<file path="src/verilog/pbsr_pkg.sv">
package pbsr_pkg;
   // ---------------------------------------------------------------
   // Register map
   // ---------------------------------------------------------------
   localparam logic [7:0] PBSR_OFF_STATUS = 8'h06;
   localparam logic [7:0] PBSR_OFF_CMD = 8'h04;
   localparam logic [15:0] PBSR_STATUS_RESET = 16'h0010;
   localparam logic [15:0] PBSR_CMD_RESET = 16'h0000;
   // ---------------------------------------------------------------
   // Status field positions
   // ---------------------------------------------------------------
   localparam int PBSR_B_POISONED_RX = 15;
   localparam int PBSR_B_ERR_MSG_SENT = 14;
   localparam int PBSR_B_UNSUPP_REQ_CPL = 13;
   localparam int PBSR_B_ABORT_CPL_RX = 12;
   localparam int PBSR_B_ABORT_CPL_TX = 11;
   localparam int PBSR_B_DATA_POISON = 8;
   localparam int PBSR_B_CAP_LIST = 4;
   // Sticky flag mask: bits 15..11 and 8
   localparam logic [15:0] PBSR_FLAG_MASK = 16'hf900;
   localparam logic [15:0] PBSR_CONST_BITS = 16'h0010;
   // ---------------------------------------------------------------
   // Command field positions
   // ---------------------------------------------------------------
   localparam int PBSR_B_POISON_REPORT_EN = 6;
   localparam int PBSR_B_ERR_MSG_EN = 8;
   // Writable command bits: 8,6,4,2,1,0
   localparam logic [15:0] PBSR_CMD_WMASK = 16'h0157;
   localparam int PBSR_NUM_FLAGS = 6;
endpackage

</file>
<file path="src/verilog/pbsr_flag_cell.sv">
`timescale 1ns/10ps
// One sticky flag; set wins over a write-one clear
module pbsr_flag_cell
   import pbsr_pkg::*;
(
   input wire logic i_clock,
   input wire logic i_rst,
   input wire logic i_set,
   input wire logic i_clear,
   output logic o_flag
);
   logic next_flag;

   always_comb begin
      next_flag = o_flag;
      if (i_clear) begin
         next_flag = 1'b0;
      end
      if (i_set) begin
         next_flag = 1'b1;
      end
   end

   always_ff @(posedge i_clock or posedge i_rst) begin
      if (i_rst) begin
         o_flag <= 1'b0;
      end else begin
         o_flag <= next_flag;
      end
   end
endmodule

</file>
<file path="src/verilog/pbsr_status_word.sv">
`timescale 1ns/10ps
//
// Contract
// - The status word is a 16-bit config register at offset 06h.
// - Bit 15 sets on any received poisoned TLP, regardless of enables.
// - Bit 14 sets on an ERR_FATAL/NONFATAL send while error-msg enable.
// - Bit 13 sets on a received unsupported-request completion.
// - Bit 12 sets on a received completer-abort completion.
// - Bit 11 sets when the device returns completer-abort status.
// - Bits 10:9 always read as zero.
// - Bit 8 sets only with poison-report enable on a poisoned cpl or write.
// - Bit 7 always reads as zero.
// - Bit 5 always reads as zero.
// - Bit 4 always reads one, so the word resets to 0010h.
// - Bit 3 always reads as zero.
// - Bits 6 and 2:0 read zero and ignore writes.
// - Poison-report enable is command bit 6; clear blocks bit 8.
// - Error-message enable is command bit 8, resetting to zero.
module pbsr_status_word
   import pbsr_pkg::*;
(
   input wire logic i_clock,
   input wire logic i_rst,
   input wire logic i_cfg_wr,
   input wire logic i_cfg_rd,
   input wire logic [7:0] i_cfg_addr,
   input wire logic [15:0] i_cfg_wdata,
   output logic [15:0] o_cfg_rdata,
   input wire logic i_poisoned_tlp_rx,
   input wire logic i_err_msg_tx,
   input wire logic i_unsupp_req_cpl_rx,
   input wire logic i_abort_cpl_rx,
   input wire logic i_abort_cpl_tx,
   input wire logic i_poisoned_cpl_data_rx,
   input wire logic i_write_poisoned,
   output logic [15:0] o_status,
   output logic o_poison_report_enable,
   output logic o_error_msg_enable
);
   // ---------------------------------------------------------------
   // Command register (only bits 8,6,4,2,1,0 are kept live; this block uses 8 and 6)
   // ---------------------------------------------------------------
   logic [15:0] cmd;
   logic [15:0] next_cmd;
   logic wr_cmd;
   logic wr_status;

   assign wr_cmd = i_cfg_wr && (i_cfg_addr == PBSR_OFF_CMD);
   assign wr_status = i_cfg_wr && (i_cfg_addr == PBSR_OFF_STATUS);

   always_comb begin
      next_cmd = cmd;
      if (wr_cmd) begin
         next_cmd = i_cfg_wdata & PBSR_CMD_WMASK;
      end
   end

   always_ff @(posedge i_clock or posedge i_rst) begin
      if (i_rst) begin
         cmd <= PBSR_CMD_RESET;
      end else begin
         cmd <= next_cmd;
      end
   end

   assign o_poison_report_enable = cmd[PBSR_B_POISON_REPORT_EN];
   assign o_error_msg_enable = cmd[PBSR_B_ERR_MSG_EN];

   // ---------------------------------------------------------------
   // Sticky flags
   // ---------------------------------------------------------------
   logic [PBSR_NUM_FLAGS-1:0] set_vec;
   logic [PBSR_NUM_FLAGS-1:0] clr_vec;
   logic [PBSR_NUM_FLAGS-1:0] flag_vec;

   assign set_vec[5] = i_poisoned_tlp_rx;
   assign set_vec[4] = i_err_msg_tx && o_error_msg_enable;
   assign set_vec[3] = i_unsupp_req_cpl_rx;
   assign set_vec[2] = i_abort_cpl_rx;
   assign set_vec[1] = i_abort_cpl_tx;
   assign set_vec[0] = o_poison_report_enable
      && (i_poisoned_cpl_data_rx || i_write_poisoned);

   assign clr_vec = {
      wr_status && i_cfg_wdata[PBSR_B_POISONED_RX],
      wr_status && i_cfg_wdata[PBSR_B_ERR_MSG_SENT],
      wr_status && i_cfg_wdata[PBSR_B_UNSUPP_REQ_CPL],
      wr_status && i_cfg_wdata[PBSR_B_ABORT_CPL_RX],
      wr_status && i_cfg_wdata[PBSR_B_ABORT_CPL_TX],
      wr_status && i_cfg_wdata[PBSR_B_DATA_POISON]};

   genvar g;
   generate
      for (g = 0; g < PBSR_NUM_FLAGS; g++) begin : g_flag
         // Set beats clear inside the cell
         pbsr_flag_cell u_cell (
            .i_clock(i_clock),
            .i_rst(i_rst),
            .i_set(set_vec[g]),
            .i_clear(clr_vec[g]),
            .o_flag(flag_vec[g])
         );
      end
   endgenerate

   // ---------------------------------------------------------------
   // Status word assembly
   // ---------------------------------------------------------------
   logic [15:0] status_word;
   always_comb begin
      status_word = PBSR_CONST_BITS;
      status_word[PBSR_B_POISONED_RX] = flag_vec[5];
      status_word[PBSR_B_ERR_MSG_SENT] = flag_vec[4];
      status_word[PBSR_B_UNSUPP_REQ_CPL] = flag_vec[3];
      status_word[PBSR_B_ABORT_CPL_RX] = flag_vec[2];
      status_word[PBSR_B_ABORT_CPL_TX] = flag_vec[1];
      status_word[PBSR_B_DATA_POISON] = flag_vec[0];
      status_word[PBSR_B_CAP_LIST] = 1'b1;
   end
   assign o_status = status_word;

   // ---------------------------------------------------------------
   // Read port; data held in a flop, unmapped reads return zero
   // ---------------------------------------------------------------
   logic [15:0] next_rdata;
   always_comb begin
      next_rdata = o_cfg_rdata;
      if (i_cfg_rd) begin
         if (i_cfg_addr == PBSR_OFF_STATUS) begin
            next_rdata = status_word;
         end else if (i_cfg_addr == PBSR_OFF_CMD) begin
            next_rdata = cmd;
         end else begin
            next_rdata = 16'h0000;
         end
      end
   end

   always_ff @(posedge i_clock or posedge i_rst) begin
      if (i_rst) begin
         o_cfg_rdata <= 16'h0000;
      end else begin
         o_cfg_rdata <= next_rdata;
      end
   end

   // ---------------------------------------------------------------
   // Checks
   // ---------------------------------------------------------------
   AST_POISON_ANY: assert property (@(posedge i_clock) disable iff (i_rst)
      i_poisoned_tlp_rx |=> o_status[15])
      else $error("poisoned rx flag not set");
   AST_ERRMSG_GATED: assert property (@(posedge i_clock) disable iff (i_rst)
      (!o_status[14] && !(i_err_msg_tx && o_error_msg_enable))
      |=> !o_status[14])
      else $error("err msg flag set without enable");
   AST_ERRMSG_SET: assert property (@(posedge i_clock) disable iff (i_rst)
      (i_err_msg_tx && o_error_msg_enable) |=> o_status[14])
      else $error("err msg flag missed");
   AST_UR_SET: assert property (@(posedge i_clock) disable iff (i_rst)
      i_unsupp_req_cpl_rx |=> o_status[13])
      else $error("unsupported cpl flag missed");
   AST_CA_RX_SET: assert property (@(posedge i_clock) disable iff (i_rst)
      i_abort_cpl_rx |=> o_status[12])
      else $error("abort cpl rx flag missed");
   AST_CA_TX_SET: assert property (@(posedge i_clock) disable iff (i_rst)
      i_abort_cpl_tx |=> o_status[11])
      else $error("abort cpl tx flag missed");
   AST_CONST_BITS: assert property (@(posedge i_clock) disable iff (i_rst)
      (o_status & 16'h06ff) == 16'h0010)
      else $error("constant bits wrong");
   AST_DP_GATED: assert property (@(posedge i_clock) disable iff (i_rst)
      (!o_status[8] && !o_poison_report_enable) |=> !o_status[8])
      else $error("data poison set while disabled");
   AST_CLEAR: assert property (@(posedge i_clock) disable iff (i_rst)
      (wr_status && i_cfg_wdata[12] && !i_abort_cpl_rx) |=> !o_status[12])
      else $error("write one did not clear");
   AST_STICKY: assert property (@(posedge i_clock) disable iff (i_rst)
      (o_status[13] && !(wr_status && i_cfg_wdata[13])) |=> o_status[13])
      else $error("flag dropped without clear");
   AST_READ: assert property (@(posedge i_clock) disable iff (i_rst)
      (i_cfg_rd && i_cfg_addr == 8'h06 && !i_cfg_wr) |=>
      o_cfg_rdata == $past(o_status))
      else $error("read data mismatch");

   COV_POISON: cover property (@(posedge i_clock) disable iff (i_rst)
      i_poisoned_tlp_rx ##1 o_status[15]);
   COV_SET_CLEAR_SAME: cover property (@(posedge i_clock)
      disable iff (i_rst) i_abort_cpl_tx && wr_status && i_cfg_wdata[11]);
   COV_DP: cover property (@(posedge i_clock) disable iff (i_rst)
      set_vec[0] ##1 o_status[8]);
endmodule

</file>
<file path="config.mk">
export PLATFORM = sky130hd
export DESIGN_NAME = pbsr_status_word
export DESIGN_NICKNAME = d
export VERILOG_FILES = /design/src/verilog/pbsr_pkg.sv /design/src/verilog/pbsr_flag_cell.sv /design/src/verilog/pbsr_status_word.sv
export SDC_FILE = /design/constraint.sdc
export NUM_CORES = 1
export LEC_CHECK = 0
export BUFFER_PORTS_ARGS = -buffer_cell sky130_fd_sc_hd__buf_2
export CAP_MARGIN = 20
export CORE_UTILIZATION = 46
export DETAILED_ROUTE_END_ITERATION = 7
export GPL_TIMING_DRIVEN = 0
export HOLD_SLACK_MARGIN = 0.15
export PLACE_DENSITY = 0.83
export SLEW_MARGIN = 15
export SYNTH_ARGS = -nofsm -noshare
export SYNTH_HDL_FRONTEND = slang
export SYNTH_SLANG_ARGS = --single-unit
</file>
<file path="constraint.sdc">
create_clock -name i_clock -period 1.9 [get_ports i_clock]
set_clock_uncertainty 0.2 [all_clocks]
set_input_delay 0.38 -clock i_clock [delete_from_list [all_inputs] [get_ports i_clock]]
set_output_delay 0.38 -clock i_clock [all_outputs]
set_load 0.1 [all_outputs]
</file>
Yosys cells after proc, flatten, opt, wreduce, memory -nomap -nowiden
Index checks and enable logic that the tools add are counted.

Register bits after elaboration: 28. Latch bits: 0. Memory bits (writable): 0. Memory bits (read-only): 0. Input port bits: 35. Output and inout port bits: 34. Word-level logic and storage cells: 41. Memories kept: 0.

$add $sub $neg: 0. Multiply operators: 0. Divide/modulo/power cells: 0. Order comparisons: 0. Equal/unequal tests: 2. Shift operators: 0. Muxes and demuxes: 14. Bitwise operators: 0. Reductions and logical operators: 17.

Operators with widths (count): 8-bit by 3-bit == test with 1-bit output (second input constant) (2); 16-bit 2-to-1 mux (1); 1-bit 2-to-1 mux (12); 2-bit nonzero test (6); 1-bit logical AND (10); 9-bit 2-to-1 mux (1); 1-bit logical OR (1).

Logic depth before layout (Yosys ltp)
Gate-level depths: netlist (run 1).

Depth after elaboration: 5. Depth in mapped cells: 4. Mapped depth without buffers: 3.

Modules after synthesis
A second synthesis (run 1) with hierarchy kept.

Cell total of the unflattened synthesis: 116. Area, all modules: 1166.1 sq um.

By module, submodules not included: pbsr_status_word (times used 1, cells each 92, area an instance 925.9 sq um, seq. area each 425.4 sq um); pbsr_flag_cell (times used 6, cells each 4, area an instance 40.0 sq um, seq. area each 25.0 sq um).

Worst setup path before layout (run 1)
OpenSTA, ideal clock, no wires.

Kind: register to register. Start: reg cmd[8]. End: reg o_cfg_rdata[8]. Setup time: 83 ps. Arrival: 1372 ps. Required time: 1617 ps. Setup slack: 245 ps. Stages on the path, launching flop included: 4. Path buffers: 0. Period minus slack after synthesis: 1655 ps. Path through: dfrtp_1 mux2_2 nand4_1 o21ai_0.

Cells in the longest elaborated chain, start to end: 2.

RTL lines: from (decl) (RTL line pbsr_status_word.sv:43) `logic [15:0] cmd;`; from (signal assigned) (RTL line pbsr_status_word.sv:62) `cmd <= next_cmd;`; 9-bit 2-to-1 mux (RTL line pbsr_status_word.sv:131) `end else if (i_cfg_addr == PBSR_OFF_CMD) begin`; 16-bit 2-to-1 mux (RTL line pbsr_status_word.sv:129) `if (i_cfg_addr == PBSR_OFF_STATUS) begin`; to (signal assigned) (RTL line pbsr_status_word.sv:143) `o_cfg_rdata <= next_rdata;`; to (decl) (RTL line pbsr_status_word.sv:28) `output logic [15:0] o_cfg_rdata,`.

Every way passes these cells. A chain may end at the register's enable or synchronous reset.

Final worst setup path (run 1)
Start: reg g_flag[1].u_cell.o_flag. End: out o_status[11].

RTL lines: from (decl) (RTL line pbsr_flag_cell.sv:10) `output logic o_flag`; from (signal assigned) (RTL line pbsr_flag_cell.sv:28) `o_flag <= next_flag;`; to (decl) (RTL line pbsr_status_word.sv:36) `output logic [15:0] o_status,`.

No word-level cell between the ends.

==> results of run 1 <==
[sequential cells by signal (all words and copies together) (netlist names)]
name / cells
o_cfg_rdata: 11
cmd: 6
g_flag.u_cell.o_flag: 6
[layout make-up]
class | instances | area [sq um] | area share
timing repair buffer | 63 | 390 | 0.228
sequential | 23 | 576 | 0.336
clock inverter | 1 | 5.00 | 0.00292
multi-input combinational | 64 | 459 | 0.268
inverter | 12 | 45.0 | 0.0263
buffer | 25 | 176 | 0.103
tap | 30 | 37.5 | 0.0219
clock buffer | 3 | 22.5 | 0.0132
[worst min-delay path by stage]
stage,slack [ns],to
3_3_place_gp,0.29,g_flag[3].u_cell.o_flag
2_1_floorplan,0.18,cmd[0]
3_5_place_dp,0.30,cmd[1]
6_report,0.15,g_flag[3].u_cell.o_flag
5_1_grt,0.15,g_flag[3].u_cell.o_flag
4_1_cts,0.15,g_flag[3].u_cell.o_flag
[per-layer routing]
layer,routed length (microns),share of wire,track usage
met1,1100,0.42,0.263
met2,1290,0.50,0.354
met3,185,0.071,0.0402
met4,35,0.013,0.0702
met5,0,0,0
[cells in the mapped netlist]
library cell / n
nand3_2: 1
mux2_2: 1
o22ai_1: 9
nor4_4: 1
nand2_1: 10
clkbuf_1: 3
and2_0: 1
a22o_1: 1
nand4_1: 7
inv_1: 12
buf_4: 22
o2111ai_1: 1
a21bo_2: 1
mux2_4: 6
conb_1: 2
o21ai_0: 3
nor3b_2: 1
nor4b_4: 1
a21o_1: 4
dfrtp_1: 23
nand3_4: 1
[logic make-up after synthesis]
| family | share of synthesized area |
|---|---|
| buffers and inverters | 0.183 |
| other | 0.00622 |
| AND/OR/NAND/NOR | 0.143 |
| flip-flops | 0.477 |
| AO/OA/AOI/OAI | 0.107 |
| multiplexers | 0.0839 |
[worst min-delay path, stage by stage]
cell and delay (ns):
buf_2 0.10, nand4_1 0.06, a21o_1 0.11
[metrics by stage]
step                      setup slack (ns)  total power [W]  utilization  hold slack, ns
after floorplan                      0.245         0.000918            -           0.182
after global placement               0.161         0.000983        0.619           0.287
after detailed placement             0.141         0.000989        0.619           0.300
after CTS                           0.0758          0.00123        0.687           0.151
after global routing                0.0314          0.00128        0.691           0.151
final                               0.0556          0.00123        0.691           0.153
[power groups by stage]
| stage | clock, W | sequential [W] | combinational [W] |
|---|---|---|---|
| floorplan | 0 | 0.000555 | 0.000363 |
| global placement | 0 | 0.000540 | 0.000443 |
| detailed placement | 0 | 0.000540 | 0.000449 |
| CTS | 0.000229 | 0.000532 | 0.000471 |
| global route | 0.000248 | 0.000535 | 0.000494 |
| finish | 0.000226 | 0.000532 | 0.000475 |
[placed cells by master, fill, tap and decap left out]
master          n
conb_1         15
buf_4          22
a21o_1          4
nand2_1        10
o21ai_0         3
clkbuf_4        3
buf_2          48
clkbuf_1        3
nand4_1         7
nor4_4          1
a22o_1          1
dlygate4sd3_1  15
and2_0          1
dfrtp_1        23
a21bo_2         1
nand3_4         1
o22ai_1         9
nor3b_2         1
mux2_4          6
o2111ai_1       1
nor4b_4         1
mux2_2          1
inv_1          12
nand3_2         1
clkinv_2        1
[what timing repair did]
item,in CTS,in global routing
hold buffers,14,1
setup endpoints to repair,0,0
hold endpoints to repair,34,1
gates resized for setup,0,0
==> qor.csv, run 1 <==
metric,value,unit
leading area contributor after synthesis,dfrtp_1,
CTS Buffer Depth,2,
Hold Path Class,in2reg,
remaining global-route overflow,0,
Register-to-Register Path Depth,3,
setup bufs post-CTS,0,
"Clk Latency, worst-skew pair",0.31,ns
fin cells,221,
die height,53.2,microns
CP endpoint kind,primary output,
CTS Root Cell,clkbuf_4,
routed len/inst,11.8,microns
Yosys top cell area share,0.477,
vias in the first global route,929,
Reg-to-Reg End,o_cfg_rdata[8],
placed cell area,1530,sq um
Sw Share,0.415,
total global-route track usage,0.209,
Netlist cell types,21,
CP Max Fanout,3,
Final ANT Viol Nets,0,
largest net degree at the start of global routing,24,
flop2flop setup slack,0.71,ns
final wirelength,2610,microns
endpoints failing hold,0,
P&R area growth vs syn,41.8,%
Final setup violation count,0,
initial antenna violation count,0,
row count,18,
Num CTS Buffers,3,
GPL Wtd Cong,0.766,
H-tree depth,1,
peak supply drop,0.000523,V
vias per cell,4.65,
die area,2830,sq um
Initial Util,0.487,
Synth Instances,111,
Gate power share,0.385,
total leakage power,0.882,nW
crit path to,o_status[11],
post-DP HPWL,1850,microns
Synth warnings,0,
net switching power,0.000512,W
"top cells by area, synth","dfrtp_1 48%, buf_4 14%, mux2_4 7.5%, o22ai_1 4.7%, inv_1 3.7%",
"CP delay by family, top",buffers and inverters,
Critical Path RT,1.32,ns
Power per Cell Area,720,nW/um^2
"Critical Path, Cell by Cell",buf_4 > buf_2,
Filler cells,173,
first-pass iteration count of the detailed router,4,
RSZ-0062 raised after global routing,false,
layout cells sized above 1,0.455,
Critical Path Stages,2,
Slew Limit Fails,0,
fin nets,227,
Ant. Diodes,0,
Cell Int Power,0.000721,W
WP data arrival,1.26,ns
MaxCap Viol Count,0,
DRT iter0 DRCs,23,
clock power share,0.183,
vias,1028,
Hold Crit Start,i_cfg_wdata[13],
I/O Pins,69,
#FFs+latches synth,23,
register area share after synthesis,0.477,
Max Clk Rate,542,MHz
sequential share of power,0.432,
Crit Path Category,reg2out,
Mapped Area,1210,sq um
Core Box Area,2480,sq um
final instance area,1710,sq um
FF-to-FF Start,cmd[8],
Clock transition at path regs,0.12,ns
PortBufs,48,
die width,53.2,microns
crit path from,g_flag[1].u_cell.o_flag,
measured slew at the worst slew-check pin,0.843,ns
count of placed standard cells including taps,202,
CP bufs+invs,2,
Worst Setup Start Kind,register,
fin crit period,1.84,ns
critical path's slowest cell,dfrtp_1,
CTS Sinks,23,
Slew headroom,0.437,
Tcrit/Tclk final,0.971,
max incr delay on CP,0.42,ns
first-pass GRT wire length,4170,microns
Syn Area/Cell,10.9,sq um
TritonCTS clock tree,built,
DR DRC count,0,
Hold Path Stages,3,
final setup TNS,0,ns
outcome,completed,
Power figures use the tool's default switching activity.
==> inputs of run 2 (changes only) <==
- CORE_UTILIZATION: 46 -> 39
- PLACE_DENSITY: 0.83 -> 0.75
- RECOVER_POWER: not set -> 50
- clock period: 1.9 -> 1.52 ns (I/O delays scaled with it)
==> run 2 against run 1 <==
Effect of this change: clock-buffer cell count increased by 1; sequential cell count unchanged; die area increased by 17%; via count increased by 2.6%; sequential share of layout area decreased by 3.3 points; first-iteration DRC count decreased by 74%; global-route usage decreased by 0.75 points; total power increased by 33%; the flow now finishes with violations (design-rule violations, negative hold slack, negative setup slack); final cell count increased by 2.7%; combinational power increased by 43%; sequential power increased by 27%.
==> qor.csv, run 2 (same netlist as run 1, synthesis figures left out) <==
metric,value,unit,change
outcome,finished with violations,,
failing checks,"design-rule violations, negative hold slack, negative setup slack",,
Ant. Diodes,0,,unchanged
Max Clk Rate,656,MHz,
total leakage power,0.939,nW,+6.5%
P&R area growth vs syn,57.9,%,
Hold Slack,-0.0434,ns,-0.197 ns
MaxCap Viol Count,0,,unchanged
H-tree depth,1,,unchanged
fin crit period,1.53,ns,
Final setup violation count,1,,+1
final worst slack,-0.00523,ns,-0.0609 ns
Hold Path Class,in2async,,
vias per cell,4.65,,about the same
Worst Setup Start Kind,register,,
post-DP HPWL,2020,microns,+9.4%
WP data arrival,1.02,ns,-0.24 ns
vias in the first global route,1100,,+18%
routed len/inst,13.1,microns,+11%
I/O Pins,69,,unchanged
CTS Root Cell,clkbuf_4,,
Filler cells,231,,+34%
vias,1055,,+2.6%
measured slew at the worst slew-check pin,0.850,ns,+0.00693 ns
endpoints failing hold,23,,+23
Slew headroom,0.433,,-0.00462
Critical Path RT,1.02,ns,-0.30 ns
met2 Resource Use GR,0.355,,+0.00132
remaining global-route overflow,0,,unchanged
peak supply drop,0.000769,V,+47%
GPL Wtd Cong,0.693,,-9.5%
most frequent cells in the layout,"29 x buf_2, 26 x buf_4, 21 x dfrtp_1",,
Clock transition at path regs,0.12,ns,about the same
flop2flop setup slack,0.29,ns,-0.42 ns
Power per Cell Area,858,nW/um^2,+19%
CTS Buffer Depth,2,,unchanged
Core Box Area,2850,sq um,+15%
fin nets,232,,+2.2%
DR DRC count,3,,+3
biggest registers after layout,"o_cfg_rdata (11), cmd (6), g_flag.u_cell.o_flag (6)",,
Initial Util,0.423,,-0.0641
die area,3320,sq um,+17%
die width,57.6,microns,+8.3%
Reg-to-Reg End,o_cfg_rdata[8],,
Crit Path Category,reg2out,,
Tcrit/Tclk final,1.00,,
row count,19,,+1
first-pass iteration count of the detailed router,8,,+4
Num CTS Buffers,3,,unchanged
RSZ-0062 raised after global routing,true,,
die height,57.6,microns,+8.3%
FF-to-FF Start,g_flag[0].u_cell.o_flag,,
M3 GR Usage,0.0402,,-0.0000513
"commonest non-fill, non-tap cell in the layout",buf_2,,
DRT iter0 DRCs,6,,-74%
"Clk Latency, worst-skew pair",0.31,ns,about the same
CP endpoint kind,primary output,,
largest net degree at the start of global routing,24,,unchanged
Final ANT Viol Nets,0,,unchanged
DP Worst Slack,-0.190,ns,-0.331 ns
Slew Limit Fails,0,,unchanged
Largest register FFs,11,,unchanged
count of placed standard cells including taps,203,,+0.50%
GR Layer Usage met1,0.249,,-0.0148
gr busiest metal,met2,,
Top reg by flops,o_cfg_rdata,,
final wirelength,2970,microns,+14%
PortBufs,48,,unchanged
cts hold-fix bufs,19,,+5
TritonCTS clock tree,built,,
Register-to-Register Path Depth,3,,unchanged
CTS Sinks,23,,unchanged
first-pass GRT wire length,5130,microns,+23%
initial antenna violation count,0,,unchanged
total global-route track usage,0.202,,-0.00748
CP Max Fanout,3,,unchanged
fin cells,227,,+2.7%
layout cells sized above 1,0.449,,-0.00652
## run 2: what timing repair did
| item | CTS | global route |
|---|---|---|
| buffers inserted | 4 | 2 |
| resized for setup | 38 | 11 |
| endpoints found under the setup margin | 19 | 21 |
| hold endpoints to repair | 37 | 23 |
## run 2: final cells by class
type	count	area (sq um)	area share
well taps	31	38.8	0.0203
plain buffers	20	144	0.0755
multi-input cells	64	443	0.232
clock buffers	4	26.3	0.0138
flip-flops and latches	23	578	0.303
inverters	12	45.0	0.0236
repair buffers	73	632	0.331
## run 2: per-stage QoR
step / total power, W / hold slack [ns] / TNS, ns / cell area (sq um) / utilization
2_1_floorplan: 0.00115 / 0.106 / 0 / 1260 / -
3_3_place_gp: 0.00123 / 0.286 / -1.39 / 1540 / 0.539
3_5_place_dp: 0.00124 / 0.288 / -2.49 / 1540 / 0.539
4_1_cts: 0.00162 / -0.0366 / -0.0253 / 1890 / 0.664
5_1_grt: 0.00170 / 0.0402 / -0.0522 / 1910 / 0.668
6_report: 0.00164 / -0.0434 / -0.00523 / 1910 / 0.668
## run 2: worst max-delay path, stage by stage, from the launching register on
cell     delay (ns)
dfrtp_1        0.43
buf_6          0.13
buf_12         0.15
## run 2: how the worst max path moves through the flow
stage	from	end	slack, ns
after floorplan	i_cfg_addr[5]	g_flag[0].u_cell.o_flag	0.07
after global placement	i_cfg_addr[1]	cmd[6]	-0.12
after detailed placement	i_cfg_addr[0]	g_flag[0].u_cell.o_flag	-0.19
after CTS	g_flag[4].u_cell.o_flag	o_status[14]	-0.03
after global routing	g_flag[4].u_cell.o_flag	o_status[14]	-0.05
final	g_flag[4].u_cell.o_flag	o_status[14]	-0.005
## run 2: layer usage
layer	wire length [microns]	up-vias
li1	-	510
met1	1180	488
met2	1550	52
met3	192	5
met4	39	0
met5	0	-
## run 2: report_power, final
part           internal (W)  total, W  switching (W)
Sequential         0.000641  0.000674      0.0000332
Clock              0.000103  0.000284       0.000182
Combinational      0.000241  0.000677       0.000437
==> inputs of run 3 (changes only) <==
- PLACE_DENSITY: 0.75 -> 0.82
==> run 3 against run 2 <==
Effect of this change: the flow finishes with violations (design-rule violations); total power is 0.69% higher; via count up 6.2%; setup slack improved by 0.020 ns; clock-buffer cell count stayed put; non-clock buffer count rose by 3; clock power about the same; wire length up 12%; first-iteration DRC count rose to 7.8 times the previous value; register-to-register slack worse by 0.26 ns; final area increased by 0.13%; final cell count increased by 1.3%; core utilization increased by 0.088 points; highest routed layer unchanged.
==> qor.csv, run 3 (same netlist as run 1, synthesis figures left out) <==
metric,value,unit,change
vias in the first global route,1057,,-3.9%
fin nets,235,,+1.3%
"Clk Latency, worst-skew pair",0.31,ns,about the same
Power per Cell Area,863,nW/um^2,+0.56%
Largest register FFs,11,,unchanged
"commonest non-fill, non-tap cell in the layout",buf_4,,
Crit Path Category,in2reg,,
Core Box Area,2850,sq um,unchanged
Slew headroom,0.553,,+0.120
crit path from,i_cfg_rd,,
Ant. Diodes,0,,unchanged
CP Max Fanout,10,,+7
CP endpoint kind,register,,
total global-route track usage,0.197,,-0.00433
CTS Root Cell,clkbuf_4,,
gr busiest metal,met2,,
Slew Limit Fails,0,,unchanged
I/O Pins,69,,unchanged
vias per cell,4.87,,+4.8%
DR DRC count,3,,unchanged
Final setup violation count,0,,-1
peak supply drop,0.000671,V,-13%
footprint of the multi-input gates,435,sq um,-1.7%
routed len/inst,14.5,microns,+11%
Final Util,0.669,,+0.000877
Initial Util,0.423,,unchanged
Reg-to-Reg End,o_cfg_rdata[8],,
measured slew at the worst slew-check pin,0.668,ns,-0.182 ns
Top reg by flops,o_cfg_rdata,,
WP data arrival,1.49,ns,+0.47 ns
total leakage power,0.935,nW,-0.45%
flop2flop setup slack,0.03,ns,-0.26 ns
Max Clk Rate,664,MHz,+1.3%
H-tree depth,1,,unchanged
MaxCap Viol Count,0,,unchanged
GR Layer Usage met1,0.218,,-0.0306
CTS Buffer Depth,2,,unchanged
Hold Path Class,in2reg,,
register area,578,sq um,unchanged
Num CTS Buffers,3,,unchanged
initial antenna violation count,0,,unchanged
Tcrit/Tclk final,0.990,,-0.0132
fin crit period,1.51,ns,-0.0200 ns
layout cells sized above 1,0.447,,-0.00174
remaining global-route overflow,0,,unchanged
M3 GR Usage,0.0290,,-0.0112
Register-to-Register Path Depth,5,,+2
die height,57.6,microns,unchanged
outcome,finished with violations,,
count of placed standard cells including taps,203,,unchanged
DRT iter0 DRCs,47,,+41
Filler cells,222,,-3.9%
TritonCTS clock tree,built,,
die area,3320,sq um,unchanged
met2 Resource Use GR,0.362,,+0.00664
PortBufs,48,,unchanged
vias,1120,,+6.2%
Worst Setup Start Kind,input pin,,
die width,57.6,microns,unchanged
failing checks,design-rule violations,,
Critical Path RT,1.50,ns,+0.48 ns
CTS Sinks,23,,unchanged
Final ANT Viol Nets,0,,unchanged
fin cells,230,,+1.3%
P&R area growth vs syn,58.1,%,
crit path to,o_cfg_rdata[15],,
first-pass GRT wire length,4840,microns,-5.8%
FF-to-FF Start,g_flag[0].u_cell.o_flag,,
endpoints failing hold,0,,-100%
first-pass iteration count of the detailed router,6,,-2
Hold Crit Start,i_write_poisoned,,
largest net degree at the start of global routing,24,,unchanged
Clock transition at path regs,0.13,ns,about the same
final wirelength,3330,microns,+12%
biggest registers after layout,"o_cfg_rdata (11), cmd (6), g_flag.u_cell.o_flag (6)",,
most frequent cells in the layout,"33 x buf_4, 28 x buf_2, 21 x dfrtp_1",,
row count,19,,unchanged
post-DP HPWL,1830,microns,-9.8%
GPL Wtd Cong,0.787,,+13%
[run 3: cell types whose count changed in the layout (fill, tap and decap cells not counted)]
cell | before | now
buf_4 | 26 | 33
buf_6 | 10 | 6
mux2_1 | 2 | 4
mux2_4 | 4 | 2
buf_2 | 29 | 28
clkbuf_1 | 3 | 4
clkinvlp_4 | 0 | 1
inv_1 | 12 | 11
[run 3: power breakdown]
part | internal [W] | switching (W)
clock network | 0.000102 | 0.000178
registers | 0.000641 | 0.0000322
logic | 0.000246 | 0.000447
[run 3: layer usage]
layer / wire (microns) / part of all wire
met1: 1250 / 0.37
met2: 1780 / 0.53
met3: 171 / 0.051
met4: 139 / 0.042
met5: 0 / 0
[run 3: cell type report]
cell class              instances  share of cell area
plain buffers                  19              0.0695
clock buffers                   4              0.0138
inverters                      12              0.0256
multi-input cells              64               0.228
flip-flops and latches         23               0.303
well taps                      31              0.0203
repair buffers                 77               0.340
[run 3: metrics by stage]
stage	instance area, sq um	power, W	setup TNS [ns]	hold slack, ns	worst slack, ns
2_1_floorplan	1260	0.00115	0	0.106	0.0666
3_3_place_gp	1540	0.00123	-1.84	0.285	-0.153
3_5_place_dp	1540	0.00123	-2.10	0.288	-0.160
4_1_cts	1870	0.00161	0	0.162	0.000985
5_1_grt	1910	0.00171	-0.126	0.169	-0.0382
6_report	1910	0.00165	0	0.146	0.0148
[run 3: critical path: stages]
cell and delay [ns]:
dlygate4sd3_1 0.52, buf_2 0.13, clkbuf_1 0.35, o22ai_1 0.18
[run 3: how the worst min path moves through the flow]
| stage | endpoint | slack (ns) | cells after the start |
|---|---|---|---|
| after floorplan | cmd[0] | 0.11 | 1 |
| after global placement | g_flag[2].u_cell.o_flag | 0.28 | 2 |
| after detailed placement | g_flag[5].u_cell.o_flag | 0.29 | 2 |
| after CTS | g_flag[0].u_cell.o_flag | 0.16 | 3 |
| after global routing | o_cfg_rdata[13] | 0.17 | 3 |
| final | g_flag[0].u_cell.o_flag | 0.15 | 3 |
[run 3: what timing repair did]
| item | in CTS | in global routing |
|---|---|---|
| setup buffers | 5 | 5 |
| setup endpoints to repair | 19 | 44 |
| hold endpoints to repair | 37 | 0 |
| cloned | 0 | 0 |
| pin swaps | 0 | 0 |
| resized for setup | 28 | 19 |
| hold buffers | 19 | 0 |
